`src/common/ldsc_params.svh`:
```
// Purpose: Offsets, field positions, reset values of the laser driver status block
// Assumes: 8-bit registers, 6-bit register address
// Notes: Definitions only
`ifndef LDSC_PARAMS_SVH
`define LDSC_PARAMS_SVH

// Register offsets
`define LDSC_OFS_EVENT_FLAGS 6'h00
`define LDSC_OFS_CHANNEL_FLAGS 6'h01
`define LDSC_OFS_DIE_TEMP 6'h02
`define LDSC_OFS_CONV1_HIGH 6'h03
`define LDSC_OFS_CONV1_LOW 6'h04
`define LDSC_OFS_CONV2_HIGH 6'h05
`define LDSC_OFS_CONV2_LOW 6'h06
`define LDSC_OFS_REVISION 6'h0F
`define LDSC_OFS_CH1_CONTROL 6'h10

// Event flag positions
`define LDSC_B_MEM_INIT 0
`define LDSC_B_CORE_DROP 1
`define LDSC_B_CFG_INTEGRITY 2
`define LDSC_B_OVER_TEMP 3
`define LDSC_B_CH2_OVC 4
`define LDSC_B_CH1_OVC 5
`define LDSC_B_OSC_FAULT 6
`define LDSC_B_SETUP_TIMEOUT 7

// Channel flag positions
`define LDSC_B_CH1_LEVEL 0
`define LDSC_B_CH1_SEEN 1
`define LDSC_B_CH1_SAT 2
`define LDSC_B_CH1_SUPPLY 3
`define LDSC_B_CH2_LEVEL 4
`define LDSC_B_CH2_SEEN 5
`define LDSC_B_CH2_SAT 6
`define LDSC_B_CH2_SUPPLY 7

// Channel one control field positions
`define LDSC_B_CURRENT_MODE 0
`define LDSC_B_EXT_CAP 1
`define LDSC_B_RES_OFF 2
`define LDSC_B_SOFT_DIS 3
`define LDSC_B_OFFSET_COMP 4

// Reset values
`define LDSC_RST_CH1_CONTROL 8'h18
`define LDSC_RST_FLAGS 8'h00
`define LDSC_REVISION_DEFAULT 8'h01

`endif

```
`src/common/ldsc_pkg.sv`:
```
// Purpose: Types shared by the laser driver status block
// Assumes: Constants live in ldsc_params.svh
// Notes: Event struct order is fixed, msb first
package ldsc_pkg;

    // Raw event and pin levels from the analog side
    typedef struct packed {
        logic mem_init;
        logic core_drop;
        logic cfg_dirty;
        logic over_temp;
        logic ch1_ovc;
        logic ch2_ovc;
        logic osc_fault;
        logic cfg_mode;
        logic cfg_timeout;
        logic ch1_enable_pin;
        logic ch2_enable_pin;
        logic ch1_sat;
        logic ch2_sat;
        logic ch1_supply_drop;
        logic ch2_supply_drop;
        logic supply_mismatch;
    } ldsc_evt_t;

    // Channel one control fields
    typedef struct packed {
        logic offset_comp_en;
        logic soft_disable;
        logic internal_resistor_off;
        logic ext_integrator_cap;
        logic current_mode_sel;
    } ldsc_ctrl_t;

endpackage

```
`src/hw/ldsc_regs.sv`:
```
// Purpose: Status, measurement and channel one control registers of the laser driver
// Assumes: Register port is a simple strobe port behind the serial decoder, same clock
// Notes: Read data lands one cycle after the read strobe; flags clear on that same edge
//
// How it works
// Memory-init flag, bit 0 of event flags, set on init, cleared on read.
// Core supply drop latches in bit 1, cleared on read.
// Bit 2 reads 1 while configuration changed and not validated.
// Overtemperature latches in bit 3, cleared on read.
// Overcurrent flags: channel one bit 5, channel two bit 4, clear on read.
// Oscillator watchdog fault latches in bit 6, cleared on read.
// Bit 7 is config mode and timeout; lasers are then switched off.
// Channel flags bits 0 and 4 show live enable pin levels.
// Bits 1 and 5 latch enable pin seen high, clear on read.
// Bits 2 and 6 latch output saturation, clear on read.
// Bit 3 latches channel one supply drop, or supply mismatch when merged.
// Bit 7 latches channel two drop, or either drop when merged.
// Die temperature reads at 0x02 as 8 bits.
// Channel one result: bits 9:8 at 0x03, bits 7:0 at 0x04.
// Channel two result: bits 9:8 at 0x05, bits 7:0 at 0x06.
// Revision code reads at 0x0F.
// Control bit 0 picks current regulation when 1, power regulation at 0.
// Control bit 1 connects the external integrator capacitor, resets to 0.
// Control bit 2 switches off the internal monitor resistor when 1.
// Control bit 3 resets to 1 and blocks the enable pin while set.
// Control bit 4 resets to 1 and enables offset compensation.
// Fault output asserts while any unmasked status flag is set.
// A read clears only what it returned; events during it stay latched.
`include "ldsc_params.svh"

module ldsc_regs #(
    parameter logic [7:0] REVISION_CODE = `LDSC_REVISION_DEFAULT  // Arbitrary value
) (
    // Clock and reset
    input wire logic ref_clk_i,
    input wire logic sys_rst_i,
    // Register port
    input wire logic reg_rd_i,
    input wire logic reg_wr_i,
    input wire logic [5:0] reg_addr_i,
    input wire logic [7:0] reg_wdata_i,
    output logic [7:0] reg_rdata_o,
    output logic reg_rvalid_o,
    // Asynchronous events and pins
    input wire ldsc_pkg::ldsc_evt_t events_i,
    input wire logic merge_i,
    // Measurements from on-chip converters, same clock
    input wire logic [7:0] die_temperature_i,
    input wire logic [9:0] ch1_conversion_result_i,
    input wire logic [9:0] ch2_conversion_result_i,
    // Fault masks, bit 15:8 channel flags, 7:0 event flags
    input wire logic [15:0] fault_mask_i,
    // Channel one controls and outputs
    output ldsc_pkg::ldsc_ctrl_t ch1_ctrl_o,
    output logic ch1_drive_en_o,
    output logic ch2_laser_allow_o,
    output logic fault_out_n_o
);

    // Two-stage synchroniser for everything arriving from the pins
    ldsc_pkg::ldsc_evt_t sync_a;
    ldsc_pkg::ldsc_evt_t ev;
    logic merge_a;
    logic merge;

    always_ff @(posedge ref_clk_i or posedge sys_rst_i) begin
        if (sys_rst_i) begin
            sync_a <= '0;
            ev <= '0;
            merge_a <= 1'b0;
            merge <= 1'b0;
        end else begin
            sync_a <= events_i;
            ev <= sync_a;
            merge_a <= merge_i;
            merge <= merge_a;
        end
    end

    // Register state
    logic [7:0] event_flags;
    logic [7:0] channel_flags;
    ldsc_pkg::ldsc_ctrl_t ctrl;
    logic [7:0] rdata;
    logic rvalid;
    logic drive_en;
    logic ch2_allow;
    logic fault_n;
    logic [7:0] next_event_flags;
    logic [7:0] next_channel_flags;
    ldsc_pkg::ldsc_ctrl_t next_ctrl;
    logic [7:0] next_rdata;
    logic next_rvalid;
    logic next_drive_en;
    logic next_ch2_allow;
    logic next_fault_n;

    // Live levels that are not latched
    logic timeout_live;
    logic [7:0] set0;
    logic [7:0] set1;
    logic [7:0] view0;
    logic [7:0] view1;

    // Control reset image; only the low five bits are held here
    localparam logic [7:0] CTRL_RESET = `LDSC_RST_CH1_CONTROL;

    // Address match shared by clear logic and control write
    function automatic logic hit(input logic [5:0] addr, input logic [5:0] ofs);
        hit = (addr == ofs);
    endfunction

    // Event sources; the set term is always ORed after the clear
    always_comb begin
        timeout_live = ev.cfg_mode & ev.cfg_timeout;
        set0 = '0;
        set0[`LDSC_B_MEM_INIT] = ev.mem_init;
        set0[`LDSC_B_CORE_DROP] = ev.core_drop;
        set0[`LDSC_B_OVER_TEMP] = ev.over_temp;
        set0[`LDSC_B_CH2_OVC] = ev.ch2_ovc;
        set0[`LDSC_B_CH1_OVC] = ev.ch1_ovc;
        set0[`LDSC_B_OSC_FAULT] = ev.osc_fault;
        set1 = '0;
        set1[`LDSC_B_CH1_SEEN] = ev.ch1_enable_pin;
        set1[`LDSC_B_CH2_SEEN] = ev.ch2_enable_pin;
        set1[`LDSC_B_CH1_SAT] = ev.ch1_sat;
        set1[`LDSC_B_CH2_SAT] = ev.ch2_sat;
        // Merged channels watch the pair of supplies instead
        set1[`LDSC_B_CH1_SUPPLY] = merge ? ev.supply_mismatch : ev.ch1_supply_drop;
        set1[`LDSC_B_CH2_SUPPLY] = merge ? (ev.ch1_supply_drop | ev.ch2_supply_drop)
                                         : ev.ch2_supply_drop;
    end

    // What a read returns: latched bits merged with live levels
    always_comb begin
        view0 = event_flags;
        view0[`LDSC_B_CFG_INTEGRITY] = ev.cfg_dirty;
        view0[`LDSC_B_SETUP_TIMEOUT] = timeout_live;
        view1 = channel_flags;
        view1[`LDSC_B_CH1_LEVEL] = ev.ch1_enable_pin;
        view1[`LDSC_B_CH2_LEVEL] = ev.ch2_enable_pin;
    end

    // Flag update: clear what was returned, then add fresh events
    always_comb begin
        next_event_flags = event_flags;
        next_channel_flags = channel_flags;
        if (reg_rd_i && hit(reg_addr_i, `LDSC_OFS_EVENT_FLAGS)) begin
            next_event_flags = event_flags & ~event_flags;
        end
        if (reg_rd_i && hit(reg_addr_i, `LDSC_OFS_CHANNEL_FLAGS)) begin
            next_channel_flags = channel_flags & ~channel_flags;
        end
        // Live positions never hold latched state
        next_event_flags = (next_event_flags | set0) & 8'h7B;
        next_channel_flags = (next_channel_flags | set1) & 8'hEE;
    end

    // Read mux; bits above each field read as zero
    always_comb begin
        next_rdata = rdata;
        next_rvalid = reg_rd_i;
        if (reg_rd_i) begin
            case (reg_addr_i)
                `LDSC_OFS_EVENT_FLAGS: next_rdata = view0;
                `LDSC_OFS_CHANNEL_FLAGS: next_rdata = view1;
                `LDSC_OFS_DIE_TEMP: next_rdata = die_temperature_i;
                `LDSC_OFS_CONV1_HIGH: next_rdata = {6'h00, ch1_conversion_result_i[9:8]};
                `LDSC_OFS_CONV1_LOW: next_rdata = ch1_conversion_result_i[7:0];
                `LDSC_OFS_CONV2_HIGH: next_rdata = {6'h00, ch2_conversion_result_i[9:8]};
                `LDSC_OFS_CONV2_LOW: next_rdata = ch2_conversion_result_i[7:0];
                `LDSC_OFS_REVISION: next_rdata = REVISION_CODE;
                `LDSC_OFS_CH1_CONTROL: next_rdata = {3'h0, ctrl};
                default: next_rdata = 8'h00;
            endcase
        end
    end

    // Control register; bits 7:5 of a write are not held here
    always_comb begin
        next_ctrl = ctrl;
        if (reg_wr_i && hit(reg_addr_i, `LDSC_OFS_CH1_CONTROL)) begin
            next_ctrl.current_mode_sel = reg_wdata_i[`LDSC_B_CURRENT_MODE];
            next_ctrl.ext_integrator_cap = reg_wdata_i[`LDSC_B_EXT_CAP];
            next_ctrl.internal_resistor_off = reg_wdata_i[`LDSC_B_RES_OFF];
            next_ctrl.soft_disable = reg_wdata_i[`LDSC_B_SOFT_DIS];
            next_ctrl.offset_comp_en = reg_wdata_i[`LDSC_B_OFFSET_COMP];
        end
    end

    // Laser gating and fault pin; timeout wins over any enable
    always_comb begin
        next_drive_en = ev.ch1_enable_pin & ~ctrl.soft_disable & ~timeout_live;
        next_ch2_allow = ~timeout_live;
        // Active low so several devices can share a wired interrupt line
        next_fault_n = ~(|({view1, view0} & ~fault_mask_i));
    end

    // State registers
    always_ff @(posedge ref_clk_i or posedge sys_rst_i) begin
        if (sys_rst_i) begin
            event_flags <= `LDSC_RST_FLAGS;
            channel_flags <= `LDSC_RST_FLAGS;
            ctrl <= ldsc_pkg::ldsc_ctrl_t'(CTRL_RESET[4:0]);
            rdata <= 8'h00;
            rvalid <= 1'b0;
            drive_en <= 1'b0;
            ch2_allow <= 1'b0;
            fault_n <= 1'b1;
        end else begin
            event_flags <= next_event_flags;
            channel_flags <= next_channel_flags;
            ctrl <= next_ctrl;
            rdata <= next_rdata;
            rvalid <= next_rvalid;
            drive_en <= next_drive_en;
            ch2_allow <= next_ch2_allow;
            fault_n <= next_fault_n;
        end
    end

    // Outputs straight from flops
    assign reg_rdata_o = rdata;
    assign reg_rvalid_o = rvalid;
    assign ch1_ctrl_o = ctrl;
    assign ch1_drive_en_o = drive_en;
    assign ch2_laser_allow_o = ch2_allow;
    assign fault_out_n_o = fault_n;
endmodule

```
`config.mk`:
```
export PLATFORM = sky130hd
export DESIGN_NAME = ldsc_regs
export DESIGN_NICKNAME = d
export VERILOG_FILES = /design/src/common/ldsc_pkg.sv /design/src/hw/ldsc_regs.sv
export VERILOG_INCLUDE_DIRS = /design/src /design/src/common
export SDC_FILE = /design/constraint.sdc
export NUM_CORES = 1
export LEC_CHECK = 0
export ABC_AREA = 0
export BUFFER_PORTS_ARGS = -buffer_cell sky130_fd_sc_hd__buf_2
export CAP_MARGIN = 0
export CORE_MARGIN = 4
export CORE_UTILIZATION = 52
export DETAILED_ROUTE_END_ITERATION = 10
export PLACE_DENSITY_LB_ADDON = 0.15
export SYNTH_ARGS = -nofsm -noshare
export SYNTH_HDL_FRONTEND = slang
export SYNTH_SLANG_ARGS = --single-unit
export TNS_END_PERCENT = 5
```
`constraint.sdc`:
```
create_clock -name ref_clk_i -period 4.4 [get_ports ref_clk_i]
set_clock_uncertainty 0.2 [all_clocks]
set_input_delay 0.66 -clock ref_clk_i [delete_from_list [all_inputs] [get_ports ref_clk_i]]
set_output_delay 0.66 -clock ref_clk_i [all_outputs]
set_load 0.03 [all_outputs]
```
==> results.py <==
metrics = {
    "run_status": {
        "status": "complete, no violations",
    },
    "floorplan": {
        "num_io_pins": 96,
        "die_x_um": 77.3,
        "die_h_um": 77.3,
        "initial_core_util": 0.554,
        "fp.dieArea_um2": 5970,
        "rows": 24,
        "coreArea_um2": 4500,
    },
    "cts": {
        "post_cts_buffers": 0,
        "cts-resized-gates": 0,
        "cts.sink_count": 63,
        "cts_tree": "built",
        "insertion_delay_ns": 0.33,
        "ctsHtreeMaxLevel": 3,
        "clk_pin_slew_worst_paths_ns": 0.07,
        "cts-root-buf": "clkbuf_8",
        "hold_buffers": 0,
        "cts_made_buffers": 9,
        "cts_buffer_depth": 2,
    },
    "synthesis": {
        "async_reset_ff_frac": 1.00,
        "synth_area_um2": 2490,
        "yosysMostFrequentCell": "dfrtp_1",
        "synth_seq_cells": 63,
        "synthCells": 201,
        "synth_nets": 280,
        "yosysSeqAreaShare": 0.634,
        "synth_edf_count": 0,
        "synth_largest_area_cell": "dfrtp_1",
        "synth_cell_types": 41,
        "avgSynthCellArea_um2": 12.4,
        "yosys-top-cells-area": "dfrtp_1, inv_1, o22ai_1",
        "synth.top_cells.by_count": "dfrtp_1, inv_1, nand2_1, o22ai_1, o21ai_0",
        "synth-main-ff-cell": "dfrtp_1",
        "yosys_warnings": 0,
        "netlist.area_leader.share": 0.602,
    },
    "power_and_ir_drop": {
        "p_per_area_nw_per_um2": 380,
        "pwr-share-comb": 0.098,
        "p_sw_frac": 0.242,
        "p_leak_uw": 0.00158,
        "clkPwrFrac": 0.390,
        "p_int_uw": 914,
        "p_seq_frac": 0.512,
        "power_switching_uw": 292,
        "vdd_drop_max_mv": 0.403,
    },
    "detailed_routing": {
        "wl_mm": 5.65,
        "post_drt_wl_per_cell_um": 15.9,
        "viasPerCell": 5.36,
        "vias": 1902,
        "drt_iter0_markers": 123,
        "ant_nets": 0,
        "dr.pass1.iters": 4,
        "drc": 0,
    },
    "place": {
        "dpl.hpwl_mm": 4.25,
        "gp_congestion": 0.848,
        "io_buffers": 92,
        "place_area_um2": 2990,
    },
    "grt": {
        "grt_pass1_wl_mm": 9.16,
        "antenna_found_initial": 0,
        "grt_pass1_vias": 1899,
        "grt_max_degree": 49,
        "grt.overflow.total": 0,
        "track_usage": 0.200,
    },
    "run": {
        "maxCapViolations": 0,
    },
    "setup_path": {
        "worstSetupEndpointType": "flop",
        "crit_path_max_fanout": 21,
        "critPathKind": "primary input to flop",
        "startpoint_type": "primary input",
        "cp.required_ns": 4.40,
        "arrival_ns": 2.19,
    },
    "timing": {
        "period_share": 0.498,
        "drv_slew": 0,
        "worst_slew_pin_slew_ns": 0.609,
        "slew_headroom": 0.591,
        "fin_setup_tns_ns": 0,
        "rsz0062_at_grt": "false",
        "period_needed_ns": 2.19,
        "hold_violations": 0,
        "setup_viol": 0,
        "fmax_ghz": 0.457,
        "hold_slack_ns": 0.0713,
    },
    "finish": {
        "antenna_cells": 0,
        "drive_gt1_frac": 0.403,
        "area_growth_syn_to_layout_pct": 27.3,
        "nFillCells": 344,
        "num-nets-final": 377,
        "final_area_um2": 3180,
        "fin_util": 0.705,
    },
    "min_path": {
        "min_path_type": "primary input to async pin",
    },
}
==> cells in the final DEF (no fill, tap or decap), drive strengths merged, types with 3 or more instances in the layout <==
cell type / Yosys / layout
a21boi: 3 / 3
a21o: 8 / 8
a21oi: 3 / 3
a222oi: 6 / 6
buf: 4 / 93
clkbuf: 3 / 10
clkinv: 0 / 4
dfrtp: 60 / 60
dfstp: 3 / 3
inv: 26 / 26
mux2: 5 / 5
mux2i: 8 / 8
nand2: 13 / 13
nor2: 4 / 4
nor2b: 3 / 3
nor3: 3 / 3
o21ai: 9 / 9
o22ai: 13 / 13
==> through the flow <==
| step | worst slack [ns] | cells | power, µW |
|---|---|---|---|
| 2_1_floorplan | 1.98 | 201 | 690 |
| 3_3_place_gp | 1.87 | 339 | 744 |
| 3_5_place_dp | 1.86 | 339 | 748 |
| 4_1_cts | 2.21 | 355 | 1220 |
| 5_1_grt | 2.07 | 355 | 1270 |
| 6_report | 2.21 | 355 | 1210 |
==> sequential cells by signal, indices dropped and copies added (netlist names) <==
register / count
ch1_drive_en_o: 1
ch2_laser_allow_o: 1
merge_a: 1
channel_flags: 6
reg_rvalid_o: 1
event_flags: 6
ev: 16
sync_a: 16
reg_rdata_o: 8
merge: 1
ch1_ctrl_o: 5
fault_out_n_o: 1
==> critical path, stage by stage <==
cell,delay (ns)
buf_2,0.41
nor2_1,0.10
and4b_1,0.31
a32o_1,0.22
a2111oi_0,0.37
o22ai_1,0.11
==> power groups by stage <==
stage                     registers, µW  logic (µW)  clock network (µW)
after floorplan                     643        47.2                   0
after global placement              628         117                   0
after detailed placement            629         119                   0
after CTS                           618         120                 483
after global routing                619         131                 518
final                               618         119                 470
==> cell families (layout without fill, tap and decap cells) <==
logic type	Yosys count	in the layout	share of synthesized area
compound gates	54	54	0.158
buf+inv	33	135	0.0552
flops	63	63	0.634
mux	13	13	0.0547
simple gates	38	38	0.0989
==> layout make-up <==
type | instances | area (µm²) | share of cell area
inverter | 26 | 97.6 | 0.0307
sequential | 63 | 1580 | 0.498
timing repair buffer | 93 | 468 | 0.147
multi-input combinational | 105 | 776 | 0.244
tap | 52 | 65.1 | 0.0205
clock inverter | 6 | 61.3 | 0.0193
clock buffer | 10 | 128 | 0.0402
==> metal layers <==
| layer | GRT usage | wire [µm] |
|---|---|---|
| met5 | 0 | 0 |
| met4 | 0.0641 | 72 |
| met3 | 0.0703 | 523 |
| met2 | 0.308 | 2720 |
| met1 | 0.265 | 2340 |
==> final timing paths <==
kind,startpoint,slack [ns],endpoint,depth (start not counted)
min in group ref_clk_i,sync_a[3],0.14,ev[3],0
setup reg to reg,channel_flags[7],2.87,reg_rdata_o[7],5
hold / removal,sys_rst_i,0.07,sync_a[9],2
setup / recovery,reg_addr_i[0],2.21,reg_rdata_o[0],6
max in group asynchronous,sys_rst_i,3.06,ev[11],3
hold reg to reg,sync_a[3],0.14,ev[3],0
No activity file was read; power rests on OpenSTA's default activity.
